===== config.mk =====
export PLATFORM = sky130hd
export DESIGN_NAME = srbr_core
export DESIGN_NICKNAME = d
export VERILOG_FILES = /design/src/verilog/srbr_pkg.sv /design/src/verilog/srbr_core.sv
export SDC_FILE = /design/constraint.sdc
export NUM_CORES = 1
export LEC_CHECK = 0
export BUFFER_PORTS_ARGS = -buffer_cell sky130_fd_sc_hd__buf_2
export CAP_MARGIN = 40
export CORE_UTILIZATION = 30
export DETAILED_ROUTE_END_ITERATION = 8
export PLACE_DENSITY = 0.48
export SLEW_MARGIN = 20
export SYNTH_ARGS = -nofsm -noshare
export SYNTH_HDL_FRONTEND = slang
export SYNTH_SLANG_ARGS = --single-unit

===== constraint.sdc =====
create_clock -name CLOCK -period 5.05 [get_ports CLOCK]
set_clock_uncertainty 0.05 [all_clocks]
set_input_delay 0 -clock CLOCK [delete_from_list [all_inputs] [get_ports CLOCK]]
set_output_delay 0 -clock CLOCK [all_outputs]
set_load 0.05 [all_outputs]

===== src/verilog/srbr_pkg.sv =====
// Shared constants and carrier types for the SCSI residue byte recovery block.
// Assumes one 40 MHz core clock and that every user of these names writes srbr_pkg::name.
package srbr_pkg;

  // ********************************************************************
  // Widths and reset values
  // ********************************************************************
  localparam int OFFSET_W = 10;                    // Extended FIFO offset counter width
  localparam int COUNT_W = 24;                     // Byte counter width
  localparam int PTR_W = 32;                       // Instruction pointer width
  localparam int SFIFO_W = 5;                      // Valid-byte count of the receive FIFO
  localparam logic [9:0] MASK_DEFAULT = 10'h07F;   // Default FIFO size residual mask
  localparam logic [9:0] MASK_EXTENDED = 10'h3FF;  // Extended FIFO size residual mask
  localparam logic [31:0] PTR_STEP = 32'h0000_0004; // Pointer advance per fetched word
  localparam logic [31:0] PTR_RESET = 32'h0000_0000;
  localparam logic [23:0] COUNT_RESET = 24'h00_0000;
  localparam logic [9:0] OFFSET_RESET = 10'h000;
  localparam logic [4:0] SFIFO_RESET = 5'h00;
  localparam logic [7:0] CMD_RESET = 8'h00;

  // ********************************************************************
  // Status and control bit positions
  // ********************************************************************
  localparam int BIT_ODL = 5;      // Output data latch full (first/third status)
  localparam int BIT_ODR = 6;      // Output holding register full (first/third status)
  localparam int BIT_IDL = 7;      // Input data latch full (first/third status)
  localparam int BIT_SF_EXT = 4;   // Receive FIFO count extension (third status)
  localparam int BIT_WIDE_RX = 0;  // Wide receive flag (second control)
  localparam int BIT_WIDE_TX = 3;  // Wide send flag (second control)

  // ********************************************************************
  // Types
  // ********************************************************************
  typedef enum logic [1:0] {
    ST_RUN   = 2'b00,  // Normal transfer
    ST_DRAIN = 2'b01,  // Receive path pushed into the DMA FIFO
    ST_FLUSH = 2'b10,  // DMA FIFO written out to host memory
    ST_HOLD  = 2'b11   // Frozen for software recovery
  } srbr_state_e;

  // Per-latch set/clear events, index 0 = low byte, 1 = high byte
  typedef struct packed {
    logic [1:0] odl_set;
    logic [1:0] odl_clr;
    logic [1:0] odr_set;
    logic [1:0] odr_clr;
    logic [1:0] idl_set;
    logic [1:0] idl_clr;
  } srbr_lat_ev_s;

  // Latch-full flags held by the block
  typedef struct packed {
    logic [1:0] odl;
    logic [1:0] odr;
    logic [1:0] idl;
    logic wide_rx;
    logic wide_tx;
  } srbr_flags_s;

endpackage


===== src/verilog/srbr_core.sv =====
// Residue tracking for the data path of an instruction-driven SCSI processor.
// Assumes datapath events arrive as one-cycle pulses on CLOCK; the bus phase lines come from pins.
`timescale 1ns/10ps

// Function
// RL1: Pointer advances during fetch, points past instruction.
// RL2: Software subtracts 8 or 12 from pointer.
// RL3: Default size: 7-bit offset, residual masked 0x7F.
// RL4: Extended size: 10-bit offset split, masked 0x3FF.
// RL5: Status bit 5 flags output latch bytes.
// RL6: Odd chained wide move leaves latch byte.
// RL7: Status bit 6 flags output holding bytes.
// RL8: Status bit 7 flags input latch bytes.
// RL9: Control bit 0 flags wide residue byte.
// RL10: Report receive FIFO count, bit 4 extends.
// RL11: Flush bit writes DMA FIFO to memory.
// RL12: Clear bit discards DMA FIFO contents.
// RL13: SCSI clear empties receive FIFO and latches.
// RL14: Phase mismatch stops transfer, raises interrupt.
// RL15: Receive mismatch drains path, wide residue stays.
// RL16: Non-wide action clears wide flags.
// RL17: Software flushes receive only, discards send.
// RL18: Software reads wide flags before other transfers.
// RL19: Software rewrites count and address afterwards.
// RL20: Counters and flags frozen until flush/clear.
module srbr_core (
  input wire logic CLOCK,
  input wire logic SYS_RST,
  input wire logic PTR_LOAD,                      // Software writes the pointer
  input wire logic [31:0] PTR_DATA,
  input wire logic FETCH_WORD,                    // One instruction word fetched
  input wire logic CMD_LOAD,                      // First word of an instruction fetched
  input wire logic [7:0] CMD_DATA,
  input wire logic COUNT_LOAD,                    // Byte count of a new move loaded
  input wire logic [23:0] COUNT_DATA,
  input wire logic EXT_FIFO,                      // Extended DMA FIFO size selected
  input wire logic DMA_FIFO_OFFSET_PUSH,                    // Byte enters the DMA FIFO
  input wire logic DMA_FIFO_OFFSET_POP,                     // Byte leaves the DMA FIFO
  input wire srbr_pkg::srbr_lat_ev_s LATCH_EV,
  input wire logic CHAIN_ODD_END,                 // Chained wide move ended on an odd count
  input wire logic WIDE_RX_SET,                   // Byte parked in the wide residue latch
  input wire logic NARROW_XFER,                   // Any non-wide send or receive action
  input wire logic SFIFO_PUSH,
  input wire logic SFIFO_POP,
  input wire logic XFER_ACTIVE,                   // A transfer instruction is running
  input wire logic XFER_RECEIVE,                  // Running transfer is a receive
  input wire logic [2:0] EXPECT_PHASE,
  input wire logic [2:0] TARGET_PHASE,            // Phase lines from the bus pins
  input wire logic FLUSH_SET,                     // Flush bit of test_ctl_three written
  input wire logic DCLEAR_SET,                    // DMA FIFO clear bit of test_ctl_three written
  input wire logic SCLEAR_SET,                    // SCSI FIFO clear bit of scsi_test_three written
  output logic [31:0] INSTR_PTR,
  output logic [7:0] INSTR_COMMAND,
  output logic [23:0] BYTE_COUNTER,
  output logic [7:0] DMA_FIFO_OFFSET,
  output logic [1:0] TEST_CTL_FIVE,
  output logic [9:0] RESIDUAL,
  output logic [7:0] SCSI_STATUS_FIRST,
  output logic [7:0] SCSI_STATUS_SECOND,
  output logic [7:0] SCSI_STATUS_THIRD,
  output logic [7:0] SCSI_CTL_SECOND,
  output logic MEM_WRITE,                         // One DMA FIFO byte written to memory
  output logic XFER_HALT,
  output logic PM_IRQ
);

  // ********************************************************************
  // Declarations
  // ********************************************************************
  logic [2:0] phase_meta_ff;       // First synchroniser stage
  logic [2:0] phase_sync_ff;       // Second synchroniser stage
  logic [31:0] ptr_ff;
  logic [31:0] nxt_ptr;
  logic [7:0] cmd_ff;
  logic [7:0] nxt_cmd;
  logic [23:0] count_ff;           // Counts down as bytes enter the FIFO
  logic [23:0] nxt_count;
  logic [9:0] offset_ff;           // Counts down as bytes leave the FIFO
  logic [9:0] nxt_offset;
  logic [4:0] sfifo_ff;
  logic [4:0] nxt_sfifo;
  srbr_pkg::srbr_flags_s flags_ff;
  srbr_pkg::srbr_flags_s nxt_flags;
  srbr_pkg::srbr_state_e state_ff;
  srbr_pkg::srbr_state_e nxt_state;
  logic irq_ff;
  logic nxt_irq;
  logic mem_wr_ff;
  logic nxt_mem_wr;
  logic [9:0] resid_ff;
  logic [9:0] nxt_resid;
  logic [7:0] st1_ff;
  logic [7:0] st2_ff;
  logic [7:0] st3_ff;
  logic [7:0] ctl2_ff;
  logic [7:0] nxt_st1;
  logic [7:0] nxt_st2;
  logic [7:0] nxt_st3;
  logic [7:0] nxt_ctl2;
  logic halt_ff;                   // Registered image of the halted state
  logic nxt_halt;
  logic frozen;                    // Datapath events ignored while recovering
  logic mismatch;
  logic [9:0] resid_now;

  // Residual of the DMA FIFO under the selected size
  function automatic logic [9:0] resid_calc(input logic [9:0] off, input logic [23:0] cnt, input logic ext);
    logic [9:0] diff;
    diff = off - cnt[9:0];
    resid_calc = ext ? (diff & srbr_pkg::MASK_EXTENDED) : (diff & srbr_pkg::MASK_DEFAULT); // [RL3] [RL4]
  endfunction

  // ********************************************************************
  // Phase pin synchroniser
  // ********************************************************************
  // Two stages before the comparator; the first stage feeds nothing else
  always_ff @(posedge CLOCK or posedge SYS_RST) begin
    if (SYS_RST) begin
      phase_meta_ff <= 3'h0;
      phase_sync_ff <= 3'h0;
    end else begin
      phase_meta_ff <= TARGET_PHASE;
      phase_sync_ff <= phase_meta_ff;
    end
  end

  assign frozen = (state_ff != srbr_pkg::ST_RUN);
  assign mismatch = XFER_ACTIVE && (phase_sync_ff != EXPECT_PHASE); // [RL14]
  assign resid_now = resid_calc(offset_ff, count_ff, EXT_FIFO);

  // ********************************************************************
  // Instruction pointer and command
  // ********************************************************************
  // Advancing on each fetched word leaves the pointer past the running instruction
  always_comb begin
    nxt_ptr = ptr_ff;
    nxt_cmd = cmd_ff;
    if (PTR_LOAD) begin
      nxt_ptr = PTR_DATA;
    end else if (FETCH_WORD) begin
      nxt_ptr = ptr_ff + srbr_pkg::PTR_STEP; // [RL1]
    end
    if (CMD_LOAD) begin
      nxt_cmd = CMD_DATA; // Lets software pick 8 or 12 back [RL2]
    end
  end

  always_ff @(posedge CLOCK or posedge SYS_RST) begin
    if (SYS_RST) begin
      ptr_ff <= srbr_pkg::PTR_RESET;
      cmd_ff <= srbr_pkg::CMD_RESET;
    end else begin
      ptr_ff <= nxt_ptr;
      cmd_ff <= nxt_cmd;
    end
  end

  // ********************************************************************
  // Recovery sequencer, counters and flags
  // ********************************************************************
  // One process owns every counter so a drain step and a datapath event never collide
  always_comb begin
    nxt_state = state_ff;
    nxt_count = count_ff;
    nxt_offset = offset_ff;
    nxt_sfifo = sfifo_ff;
    nxt_flags = flags_ff;
    nxt_irq = irq_ff;
    nxt_mem_wr = 1'b0;
    case (state_ff)
      srbr_pkg::ST_RUN: begin
        // Normal datapath bookkeeping
        if (COUNT_LOAD) begin
          nxt_count = COUNT_DATA;
          nxt_offset = COUNT_DATA[9:0];   // Empty FIFO: residual starts at zero
        end else begin
          if (DMA_FIFO_OFFSET_PUSH) begin
            nxt_count = count_ff - 24'h00_0001;
          end
          if (DMA_FIFO_OFFSET_POP) begin
            nxt_offset = offset_ff - 10'h001;
          end
        end
        if (SFIFO_PUSH && !SFIFO_POP) begin
          nxt_sfifo = sfifo_ff + 5'h01; // [RL10]
        end else if (SFIFO_POP && !SFIFO_PUSH && sfifo_ff != 5'h00) begin
          nxt_sfifo = sfifo_ff - 5'h01; // [RL10]
        end
        // Clear first, then set, so a same-cycle set wins
        nxt_flags.odl = (flags_ff.odl & ~LATCH_EV.odl_clr) | LATCH_EV.odl_set; // [RL5]
        nxt_flags.odr = (flags_ff.odr & ~LATCH_EV.odr_clr) | LATCH_EV.odr_set; // [RL7]
        nxt_flags.idl = (flags_ff.idl & ~LATCH_EV.idl_clr) | LATCH_EV.idl_set; // [RL8]
        // Narrow clear goes before both wide sets, so a same-cycle set wins
        if (NARROW_XFER) begin
          nxt_flags.wide_tx = 1'b0;     // [RL16]
          nxt_flags.wide_rx = 1'b0;     // [RL16]
        end
        if (CHAIN_ODD_END) begin
          nxt_flags.odl[0] = 1'b1;      // Odd byte stays in the output latch [RL6]
          nxt_flags.wide_tx = 1'b1;     // [RL6]
        end
        if (WIDE_RX_SET) begin
          nxt_flags.wide_rx = 1'b1;     // [RL9]
        end
        if (mismatch) begin
          nxt_irq = 1'b1; // [RL14]
          nxt_state = XFER_RECEIVE ? srbr_pkg::ST_DRAIN : srbr_pkg::ST_HOLD; // [RL15]
        end
      end
      srbr_pkg::ST_DRAIN: begin
        // One byte per cycle from the receive FIFO, then the input latches
        if (sfifo_ff != 5'h00) begin
          nxt_sfifo = sfifo_ff - 5'h01; // [RL15]
          nxt_count = count_ff - 24'h00_0001;
        end else if (flags_ff.idl[0]) begin
          nxt_flags.idl[0] = 1'b0; // [RL15]
          nxt_count = count_ff - 24'h00_0001;
        end else if (flags_ff.idl[1]) begin
          nxt_flags.idl[1] = 1'b0; // [RL15]
          nxt_count = count_ff - 24'h00_0001;
        end else begin
          nxt_state = srbr_pkg::ST_FLUSH;
        end
      end
      srbr_pkg::ST_FLUSH: begin
        // Write each DMA FIFO byte out; wide residue latch is untouched
        if (resid_now != 10'h000) begin
          nxt_offset = offset_ff - 10'h001; // [RL11]
          nxt_mem_wr = 1'b1; // [RL11]
        end else begin
          nxt_state = srbr_pkg::ST_HOLD;
        end
      end
      srbr_pkg::ST_HOLD: begin
        // Values frozen for software; leaves only on flush or clear [RL20]
        if (FLUSH_SET) begin
          nxt_state = srbr_pkg::ST_FLUSH;
          nxt_irq = 1'b0;
        end else if (DCLEAR_SET || SCLEAR_SET) begin
          nxt_state = srbr_pkg::ST_RUN;
          nxt_irq = 1'b0;
        end
      end
      default: begin
        nxt_state = srbr_pkg::ST_HOLD;
      end
    endcase
    // Clear bits act in any state after the step above; the flush bit here acts only in RUN
    if (FLUSH_SET && state_ff == srbr_pkg::ST_RUN) begin
      nxt_state = srbr_pkg::ST_FLUSH; // [RL11]
    end
    if (DCLEAR_SET) begin
      nxt_offset = nxt_count[9:0]; // Discard without memory writes [RL12]
      nxt_mem_wr = 1'b0; // [RL12]
      if (state_ff == srbr_pkg::ST_FLUSH) begin
        nxt_state = srbr_pkg::ST_RUN;
      end
    end
    if (SCLEAR_SET) begin
      nxt_sfifo = srbr_pkg::SFIFO_RESET; // [RL13]
      // In RUN only what an event sets in this same cycle survives; outside RUN every flag clears
      nxt_flags.odl = frozen ? 2'b00 : (LATCH_EV.odl_set | {1'b0, CHAIN_ODD_END}); // [RL13]
      nxt_flags.odr = frozen ? 2'b00 : LATCH_EV.odr_set; // [RL13]
      nxt_flags.idl = frozen ? 2'b00 : LATCH_EV.idl_set; // [RL13]
      nxt_flags.wide_rx = !frozen && WIDE_RX_SET; // [RL13]
      nxt_flags.wide_tx = !frozen && CHAIN_ODD_END;
    end
  end

  always_ff @(posedge CLOCK or posedge SYS_RST) begin
    if (SYS_RST) begin
      state_ff <= srbr_pkg::ST_RUN;
      count_ff <= srbr_pkg::COUNT_RESET;
      offset_ff <= srbr_pkg::OFFSET_RESET;
      sfifo_ff <= srbr_pkg::SFIFO_RESET;
      flags_ff <= '0;
      irq_ff <= 1'b0;
      mem_wr_ff <= 1'b0;
    end else begin
      state_ff <= nxt_state;
      count_ff <= nxt_count;
      offset_ff <= nxt_offset;
      sfifo_ff <= nxt_sfifo;
      flags_ff <= nxt_flags;
      irq_ff <= nxt_irq;
      mem_wr_ff <= nxt_mem_wr;
    end
  end

  // ********************************************************************
  // Status images
  // ********************************************************************
  // Built from the next values, so status bytes move on the same edge as the counters
  always_comb begin
    nxt_resid = resid_calc(nxt_offset, nxt_count, EXT_FIFO); // [RL3] [RL4]
    nxt_halt = (nxt_state != srbr_pkg::ST_RUN); // Stands until back in RUN [RL14]
    nxt_st1 = 8'h00;
    nxt_st3 = 8'h00;
    nxt_st2 = 8'h00;
    nxt_ctl2 = 8'h00;
    nxt_st1[srbr_pkg::BIT_ODL] = nxt_flags.odl[0]; // [RL5]
    nxt_st3[srbr_pkg::BIT_ODL] = nxt_flags.odl[1]; // [RL5]
    nxt_st1[srbr_pkg::BIT_ODR] = nxt_flags.odr[0]; // [RL7]
    nxt_st3[srbr_pkg::BIT_ODR] = nxt_flags.odr[1]; // [RL7]
    nxt_st1[srbr_pkg::BIT_IDL] = nxt_flags.idl[0]; // [RL8]
    nxt_st3[srbr_pkg::BIT_IDL] = nxt_flags.idl[1]; // [RL8]
    nxt_st2[3:0] = nxt_sfifo[3:0]; // [RL10]
    nxt_st3[srbr_pkg::BIT_SF_EXT] = nxt_sfifo[4]; // [RL10]
    nxt_ctl2[srbr_pkg::BIT_WIDE_RX] = nxt_flags.wide_rx; // [RL9]
    nxt_ctl2[srbr_pkg::BIT_WIDE_TX] = nxt_flags.wide_tx;
  end

  always_ff @(posedge CLOCK or posedge SYS_RST) begin
    if (SYS_RST) begin
      resid_ff <= srbr_pkg::OFFSET_RESET;
      st1_ff <= 8'h00;
      st2_ff <= 8'h00;
      st3_ff <= 8'h00;
      ctl2_ff <= 8'h00;
      halt_ff <= 1'b0;
    end else begin
      resid_ff <= nxt_resid;
      st1_ff <= nxt_st1;
      st2_ff <= nxt_st2;
      st3_ff <= nxt_st3;
      ctl2_ff <= nxt_ctl2;
      halt_ff <= nxt_halt;
    end
  end

  // ********************************************************************
  // Outputs
  // ********************************************************************
  assign INSTR_PTR = ptr_ff;
  assign INSTR_COMMAND = cmd_ff;
  assign BYTE_COUNTER = count_ff;
  assign DMA_FIFO_OFFSET = offset_ff[7:0]; // [RL4]
  assign TEST_CTL_FIVE = offset_ff[9:8]; // [RL4]
  assign RESIDUAL = resid_ff;
  assign SCSI_STATUS_FIRST = st1_ff;
  assign SCSI_STATUS_SECOND = st2_ff;
  assign SCSI_STATUS_THIRD = st3_ff;
  assign SCSI_CTL_SECOND = ctl2_ff;
  assign MEM_WRITE = mem_wr_ff;
  assign XFER_HALT = halt_ff; // [RL14]
  assign PM_IRQ = irq_ff;

endmodule


After elaboration in Yosys (flattened, before gate mapping)
Cells that the tools add are included.
{"block": "op_classes", "mux": 52, "addsub": 7, "n_reduce_logical": 21, "bitwise": 10, "eq_ne": 8}
{"op": "24-bit 2-to-1 mux", "count": 5}
{"op": "32-bit 2-to-1 mux", "count": 2}
{"op": "10-bit 2-to-1 mux", "count": 6}
{"op": "24-bit case mux with 2 select lines", "count": 1}
{"op": "2-bit 2-to-1 mux", "count": 17}
{"op": "32-bit by 3-bit adder with 32-bit output, second input constant", "count": 1}
{"op": "24-bit by 1-bit subtractor with 24-bit output, second input constant", "count": 1}
{"op": "5-bit 2-to-1 mux", "count": 4}
{"op": "10-bit case mux with 2 select lines", "count": 1}
{"op": "10-bit subtractor", "count": 2}
{"op": "1-bit 2-to-1 mux", "count": 10}
{"op": "5-bit case mux with 2 select lines", "count": 1}
{"op": "10-bit nonzero test", "count": 1}
{"op": "2-bit nonzero test", "count": 5}
{"op": "10-bit by 1-bit subtractor with 10-bit output, second input constant", "count": 1}
{"op": "8-bit 2-to-1 mux", "count": 1}
{"op": "2-bit case mux with 4 select lines", "count": 1}
{"op": "1-bit logical AND", "count": 7}
{"op": "2-bit AND", "count": 3}
{"op": "3-bit != test, second input constant", "count": 2}
{"op": "2-bit NOT", "count": 3}
{"op": "2-bit OR", "count": 3}
{"op": "3-bit AND reduction", "count": 2}
{"op": "5-bit by 1-bit adder with 5-bit output, second input constant", "count": 1}
{"op": "14 further kinds", "count": 17}
{"block": "word_totals", "inputBits": 101, "out_inout_bits": 119, "reg_bits": 121, "word_cells": 120}

Logic depth before layout (Yosys ltp)
{"block": "logic_depth", "ltp_word": 9, "depth_mapped": 24, "depth_no_buf": 23}

Worst setup path before layout
No wires, ideal clock.
{"block": "synth_path", "path_kind": "flip-flop to flip-flop", "start": "register count_ff[4] (netlist: BYTE_COUNTER[4])", "end": "register resid_ff[8] (netlist: RESIDUAL[8])", "setup_time_ns": 0.120, "arrival_ns": 4.675, "n_path_buf": 1, "stages_incl_launch_ff": 25, "synth_period_minus_slack_ns": 4.845, "required_time_ns": 4.880, "slack_ns": 0.205, "cell_sequence": "dfrtp_1 -> inv_1 -> ha_1 -> and2_1 -> a221oi_1 -> nand2_1 -> a211o_1 -> a211oi_2 -> and2_1 -> buf_2 -> nor2_1 -> mux2_2 -> o22ai_1 -> ha_1 -> inv_1 -> fa_1 -> nand2_1 -> nand2_1 -> a21oi_1 -> o21bai_1 -> a21oi_1 -> nor2b_1 -> o21ai_0 -> nand3_1 -> and3b_1"}
{"block": "synth_via", "elab_chain_cells": 8, "elab_cells_between_ends": 15, "classes_between": "add/sub: 3; mux: 11; reduce/logical: 1"}
{"item": "from (decl)", "line_no": "srbr_core.sv:76", "source": "logic [23:0] count_ff;"}
{"item": "from (signal assigned)", "line_no": "srbr_core.sv:273", "source": "count_ff <= srbr_pkg::COUNT_RESET;"}
{"item": "from (signal assigned)", "line_no": "srbr_core.sv:281", "source": "count_ff <= nxt_count;"}
{"item": "24-bit by 1-bit subtractor with 24-bit output / 10-bit subtractor (equally long branches)"}
{"item": "24-bit 2-to-1 mux / 10-bit 2-to-1 mux (equally long branches)", "line_no": "srbr_core.sv:218, srbr_core.sv:110"}
{"item": "24-bit 2-to-1 mux / 10-bit nonzero test (equally long branches)", "line_no": "srbr_core.sv:215, srbr_core.sv:227"}
{"item": "24-bit 2-to-1 mux / 10-bit 2-to-1 mux (equally long branches)", "line_no": "srbr_core.sv:212, srbr_core.sv:227"}
{"item": "24-bit case mux with 2 select lines / 10-bit case mux with 2 select lines (equally long branches)", "line_no": "srbr_core.sv:170", "source": "case (state_ff)"}
{"item": "10-bit 2-to-1 mux", "line_no": "srbr_core.sv:252", "source": "if (DCLEAR_SET) begin"}
{"item": "10-bit subtractor *", "line_no": "srbr_core.sv:109", "source": "diff = off - cnt[9:0];"}
{"item": "10-bit 2-to-1 mux *", "line_no": "srbr_core.sv:110", "source": "resid_calc = ext ? (diff & srbr_pkg::MASK_EXTENDED) : (diff & srbr_pkg::MASK_DEFAULT);"}
{"item": "via nxt_resid[8]", "line_no": "srbr_core.sv:91", "source": "logic [9:0] nxt_resid;"}
{"item": "to (signal assigned)", "line_no": "srbr_core.sv:315", "source": "resid_ff <= srbr_pkg::OFFSET_RESET;"}
{"item": "to (signal assigned)", "line_no": "srbr_core.sv:322", "source": "resid_ff <= nxt_resid;"}
{"item": "to (decl)", "line_no": "srbr_core.sv:90", "source": "logic [9:0] resid_ff;"}
The timed path passes the listed nets; every way through them passes the cells marked *. The select of a mux whose other input is x is not followed.
A chain may end at the register's enable or synchronous reset.

Final worst setup path
{"block": "layout_path", "start": "register offset_ff[4]", "end": "register resid_ff[8] (netlist: RESIDUAL[8])"}
{"block": "layout_via", "elab_chain_cells": 8, "elab_cells_between_ends": 11, "classes_between": "add/sub: 3; mux: 7; reduce/logical: 1"}
{"item": "from (decl)", "line_no": "srbr_core.sv:78", "source": "logic [9:0] offset_ff;"}
{"item": "from (signal assigned)", "line_no": "srbr_core.sv:274", "source": "offset_ff <= srbr_pkg::OFFSET_RESET;"}
{"item": "from (signal assigned)", "line_no": "srbr_core.sv:282", "source": "offset_ff <= nxt_offset;"}
{"item": "10-bit subtractor", "line_no": "srbr_core.sv:109"}
{"item": "10-bit 2-to-1 mux", "line_no": "srbr_core.sv:110"}
{"item": "10-bit nonzero test", "line_no": "srbr_core.sv:227", "source": "if (resid_now != 10'h000) begin"}
{"item": "10-bit 2-to-1 mux", "line_no": "srbr_core.sv:227"}
{"item": "10-bit case mux with 2 select lines *", "line_no": "srbr_core.sv:170"}
{"item": "10-bit 2-to-1 mux *", "line_no": "srbr_core.sv:252"}
{"item": "10-bit subtractor *", "line_no": "srbr_core.sv:109"}
{"item": "10-bit 2-to-1 mux *", "line_no": "srbr_core.sv:110"}
{"item": "via nxt_resid[8]", "line_no": "srbr_core.sv:91"}
The timed path passes the listed nets; every way through them passes the cells marked *.

==> results.cfg <==
[synthesis]
yosys-top-cells-area = dfrtp_1, nand2_1, o21ai_0, xor2_1, ha_1
ys_types = 78
synth-edff-count = 0
ys.flop_type = dfrtp_1
synth_commonest_cells = nand2_1, dfrtp_1, o21ai_0, nor2_1, a21oi_1
syn_area_um2 = 6908
yosys_warnings = 0
synth_top_cell_by_area = dfrtp_1
netlist.area_leader.share_pct = 39.12
synth_most_common_cell = nand2_1
synthCells = 807
ys_seq_area_share_pct = 39.12
synthArstFlopShare_pct = 100.0
ys_ff_latch = 108
avgSynthCellArea_um2 = 8.560

[min_path]
hp-class = in -> reg

[flow_run]
drv_cap = 0

[timing]
setup_slack_ns = 0.3321
setup_viol = 0
drv_slew = 0
hold_viol_final = 0
max_freq_mhz = 212.0
rsz0062_at_grt = false
period_share_pct = 93.42
fin_crit_ns = 4.718
whs_ns = 0.01003
tightest_slew_ns = 0.8358
relSlewSlack_pct = 43.69

[layout]
antenna_cells = 0
syn2layout_area_growth_pct = 39.78
final_util_pct = 42.65
stdcell_area_um2 = 9656
drive_above_1_share_pct = 25.27
nNetsFinal = 1236

[drt]
vias_per_cell = 5.044
wl_per_cell_um = 16.88
drtIter0Drc = 409
drc = 0
drtPass1Iterations = 5
ant_nets = 0
vias = 7066
drt-total-wl_um = 23650

[clock_tree]
htreeDepth = 3
cts_tree = built
root_buffer = clkbuf_16
clk_latency_ns = 0.36
clock_path_buffers = 2
cts_buffers = 9
clk_pin_slew_ns = 0.08
clock_sinks = 108

[placed_design]
dp_hpwl_um = 17170
io_buffers = 200
place_area_um2 = 8252
gp_congestion = 0.8749
preCtsSetupSlack_ns = -0.003369

[power]
clkPwrFrac_pct = 12.8
seq_power_share_pct = 23.2
p_int_mw = 2.895
powerDensity_nw_per_um2 = 641.8
p_sw_share_pct = 53.29
leakage_nw = 4.389
switchingPower_mw = 3.302
power.share.combinational_pct = 64.0
ir_worst_vdd_v = 0.0002098

[critical_path]
cp.required_ns = 5.25
crit_arrival_ns = 4.92
crit_type = reg -> reg
crit_path_start_kind = flop
cp_max_fo = 8
endpoint_kind = flop

[grt]
grt_max_degree = 47
grt_pass1_wl_um = 37160
track_usage_pct = 20.13
antenna_found_initial = 2
grt-ovfl-total = 0
grt_pass1_vias = 6695

[floorplan]
dieArea_um2 = 23640
ios = 220
fp.dieW_um = 153.7
rows = 55
start_util_pct = 30.51
core_area_um2 = 22640
die_y_um = 153.7

[status]
outcome = complete, no violations
path summary, 6_finish.rpt:
check,startpoint,slack (ns),cells after the start,to
max in group asynchronous,SYS_RST,3.59,5,phase_sync_ff[1]$_DFF_PP0_
hold reg to reg,phase_meta_ff[2]$_DFF_PP0_,0.30,0,phase_sync_ff[2]$_DFF_PP0_
setup / recovery,offset_ff[4]$_DFF_PP0_,0.33,22,RESIDUAL[8]$_DFF_PP0_
setup reg to reg,offset_ff[4]$_DFF_PP0_,0.33,22,RESIDUAL[8]$_DFF_PP0_
hold / removal,FETCH_WORD,0.01,3,INSTR_PTR[2]$_DFFE_PP0N_
min in group asynchronous,SYS_RST,0.13,3,INSTR_COMMAND[6]$_DFFE_PP0P_
routing by layer:
layer  global-route usage (%)  wire (um)  vias to the layer above
li1                         -          -                     3453
met1                    27.12      10750                     3309
met2                    32.38      10900                      275
met3                    4.030       1598                       27
met4                    6.190        397                        2
met5                        0         10                        -
layout by cell type (no fill, tap or decap), types with 23 or more instances in the layout:
cell type / synthesis / routed
dlygate4sd3_1: 0 / 102
a21oi_1: 45 / 43
o21ai_0: 77 / 73
nand3_1: 23 / 23
ha_1: 23 / 23
nand2_1: 112 / 112
nor3_1: 35 / 34
xor2_1: 35 / 35
buf_2: 7 / 200
buf_4: 19 / 25
inv_1: 41 / 40
dfrtp_1: 108 / 108
nor2_1: 53 / 53
cell families (layout without fill, tap and decap cells):
logic type	count (synthesis)	count (layout)	synth area share, %
other	1	19	0.05429
and+or+nand+nor	287	287	19.82
AOI/OAI and AO/OA	222	222	20.68
adders and majority gates	24	24	4.456
muxes	15	15	2.391
DFF	108	108	39.12
xor gates and xnor gates	54	54	6.847
buffers and inverters	96	387	6.629
power groups by stage:
stage	combinational (mW)	sequential, mW	clock (mW)
after global routing	4.32	1.48	0.844
after CTS	3.89	1.43	0.819
final	3.97	1.44	0.795
after global placement	3.77	1.45	0
after floorplan	1.94	2.26	0
after detailed placement	3.77	1.45	0
flip-flops by register name (all words and copies together) (netlist names), 2 cells and up:
signal / flops
BYTE_COUNTER: 24
SCSI_STATUS_THIRD: 4
INSTR_COMMAND: 8
RESIDUAL: 10
flags_ff: 3
phase_meta_ff: 3
INSTR_PTR: 32
phase_sync_ff: 3
SCSI_CTL_SECOND: 2
state_ff: 2
offset_ff: 10
sfifo_ff: 4
timing repair:
item | 4_1_cts | 5_1_grt
setup buffers | 0 | 1
endpoints found under the hold margin | 140 | 0
resized for setup | 2 | 13
pin swaps | 0 | 2
hold buffers | 102 | 0
endpoints found under the setup margin | 1 | 2
per-stage QoR:
| stage | TNS, ns | power, mW | cells |
|---|---|---|---|
| finish | 0 | 6.197 | 1401 |
| CTS | 0 | 6.144 | 1399 |
| global placement | 0 | 5.212 | 1278 |
| detailed placement | -0.003369 | 5.217 | 1281 |
| floorplan | 0 | 4.193 | 825 |
| global route | 0 | 6.644 | 1401 |
worst max-delay path, stage by stage, from the launching register on:
cell and delay [ns]:
dfrtp_1 0.45, ha_1 0.36, and2_1 0.21, a221oi_1 0.24, nand2_1 0.16, a211o_1 0.29, a211oi_4 0.31, and2_4 0.23
nor2_1 0.08, mux2_2 0.29, o22ai_1 0.13, ha_1 0.21, inv_1 0.06, fa_1 0.40, nand2_1 0.09, nand2_1 0.07
a21oi_2 0.17, o21bai_1 0.09, a21oi_1 0.24, nor2b_1 0.08, o21ai_1 0.16, nand3_1 0.09, and3b_1 0.16
layout make-up:
type	instances	area, um2
well taps	285	356.6
multi-input cells	621	3856
flip-flops and latches	108	2703
clock inverters	6	82.58
clock buffers	10	239.0
repair buffers	330	2262
fillers	2292	12990
inverters	41	156.4
No activity file was read; power rests on OpenSTA's default activity.
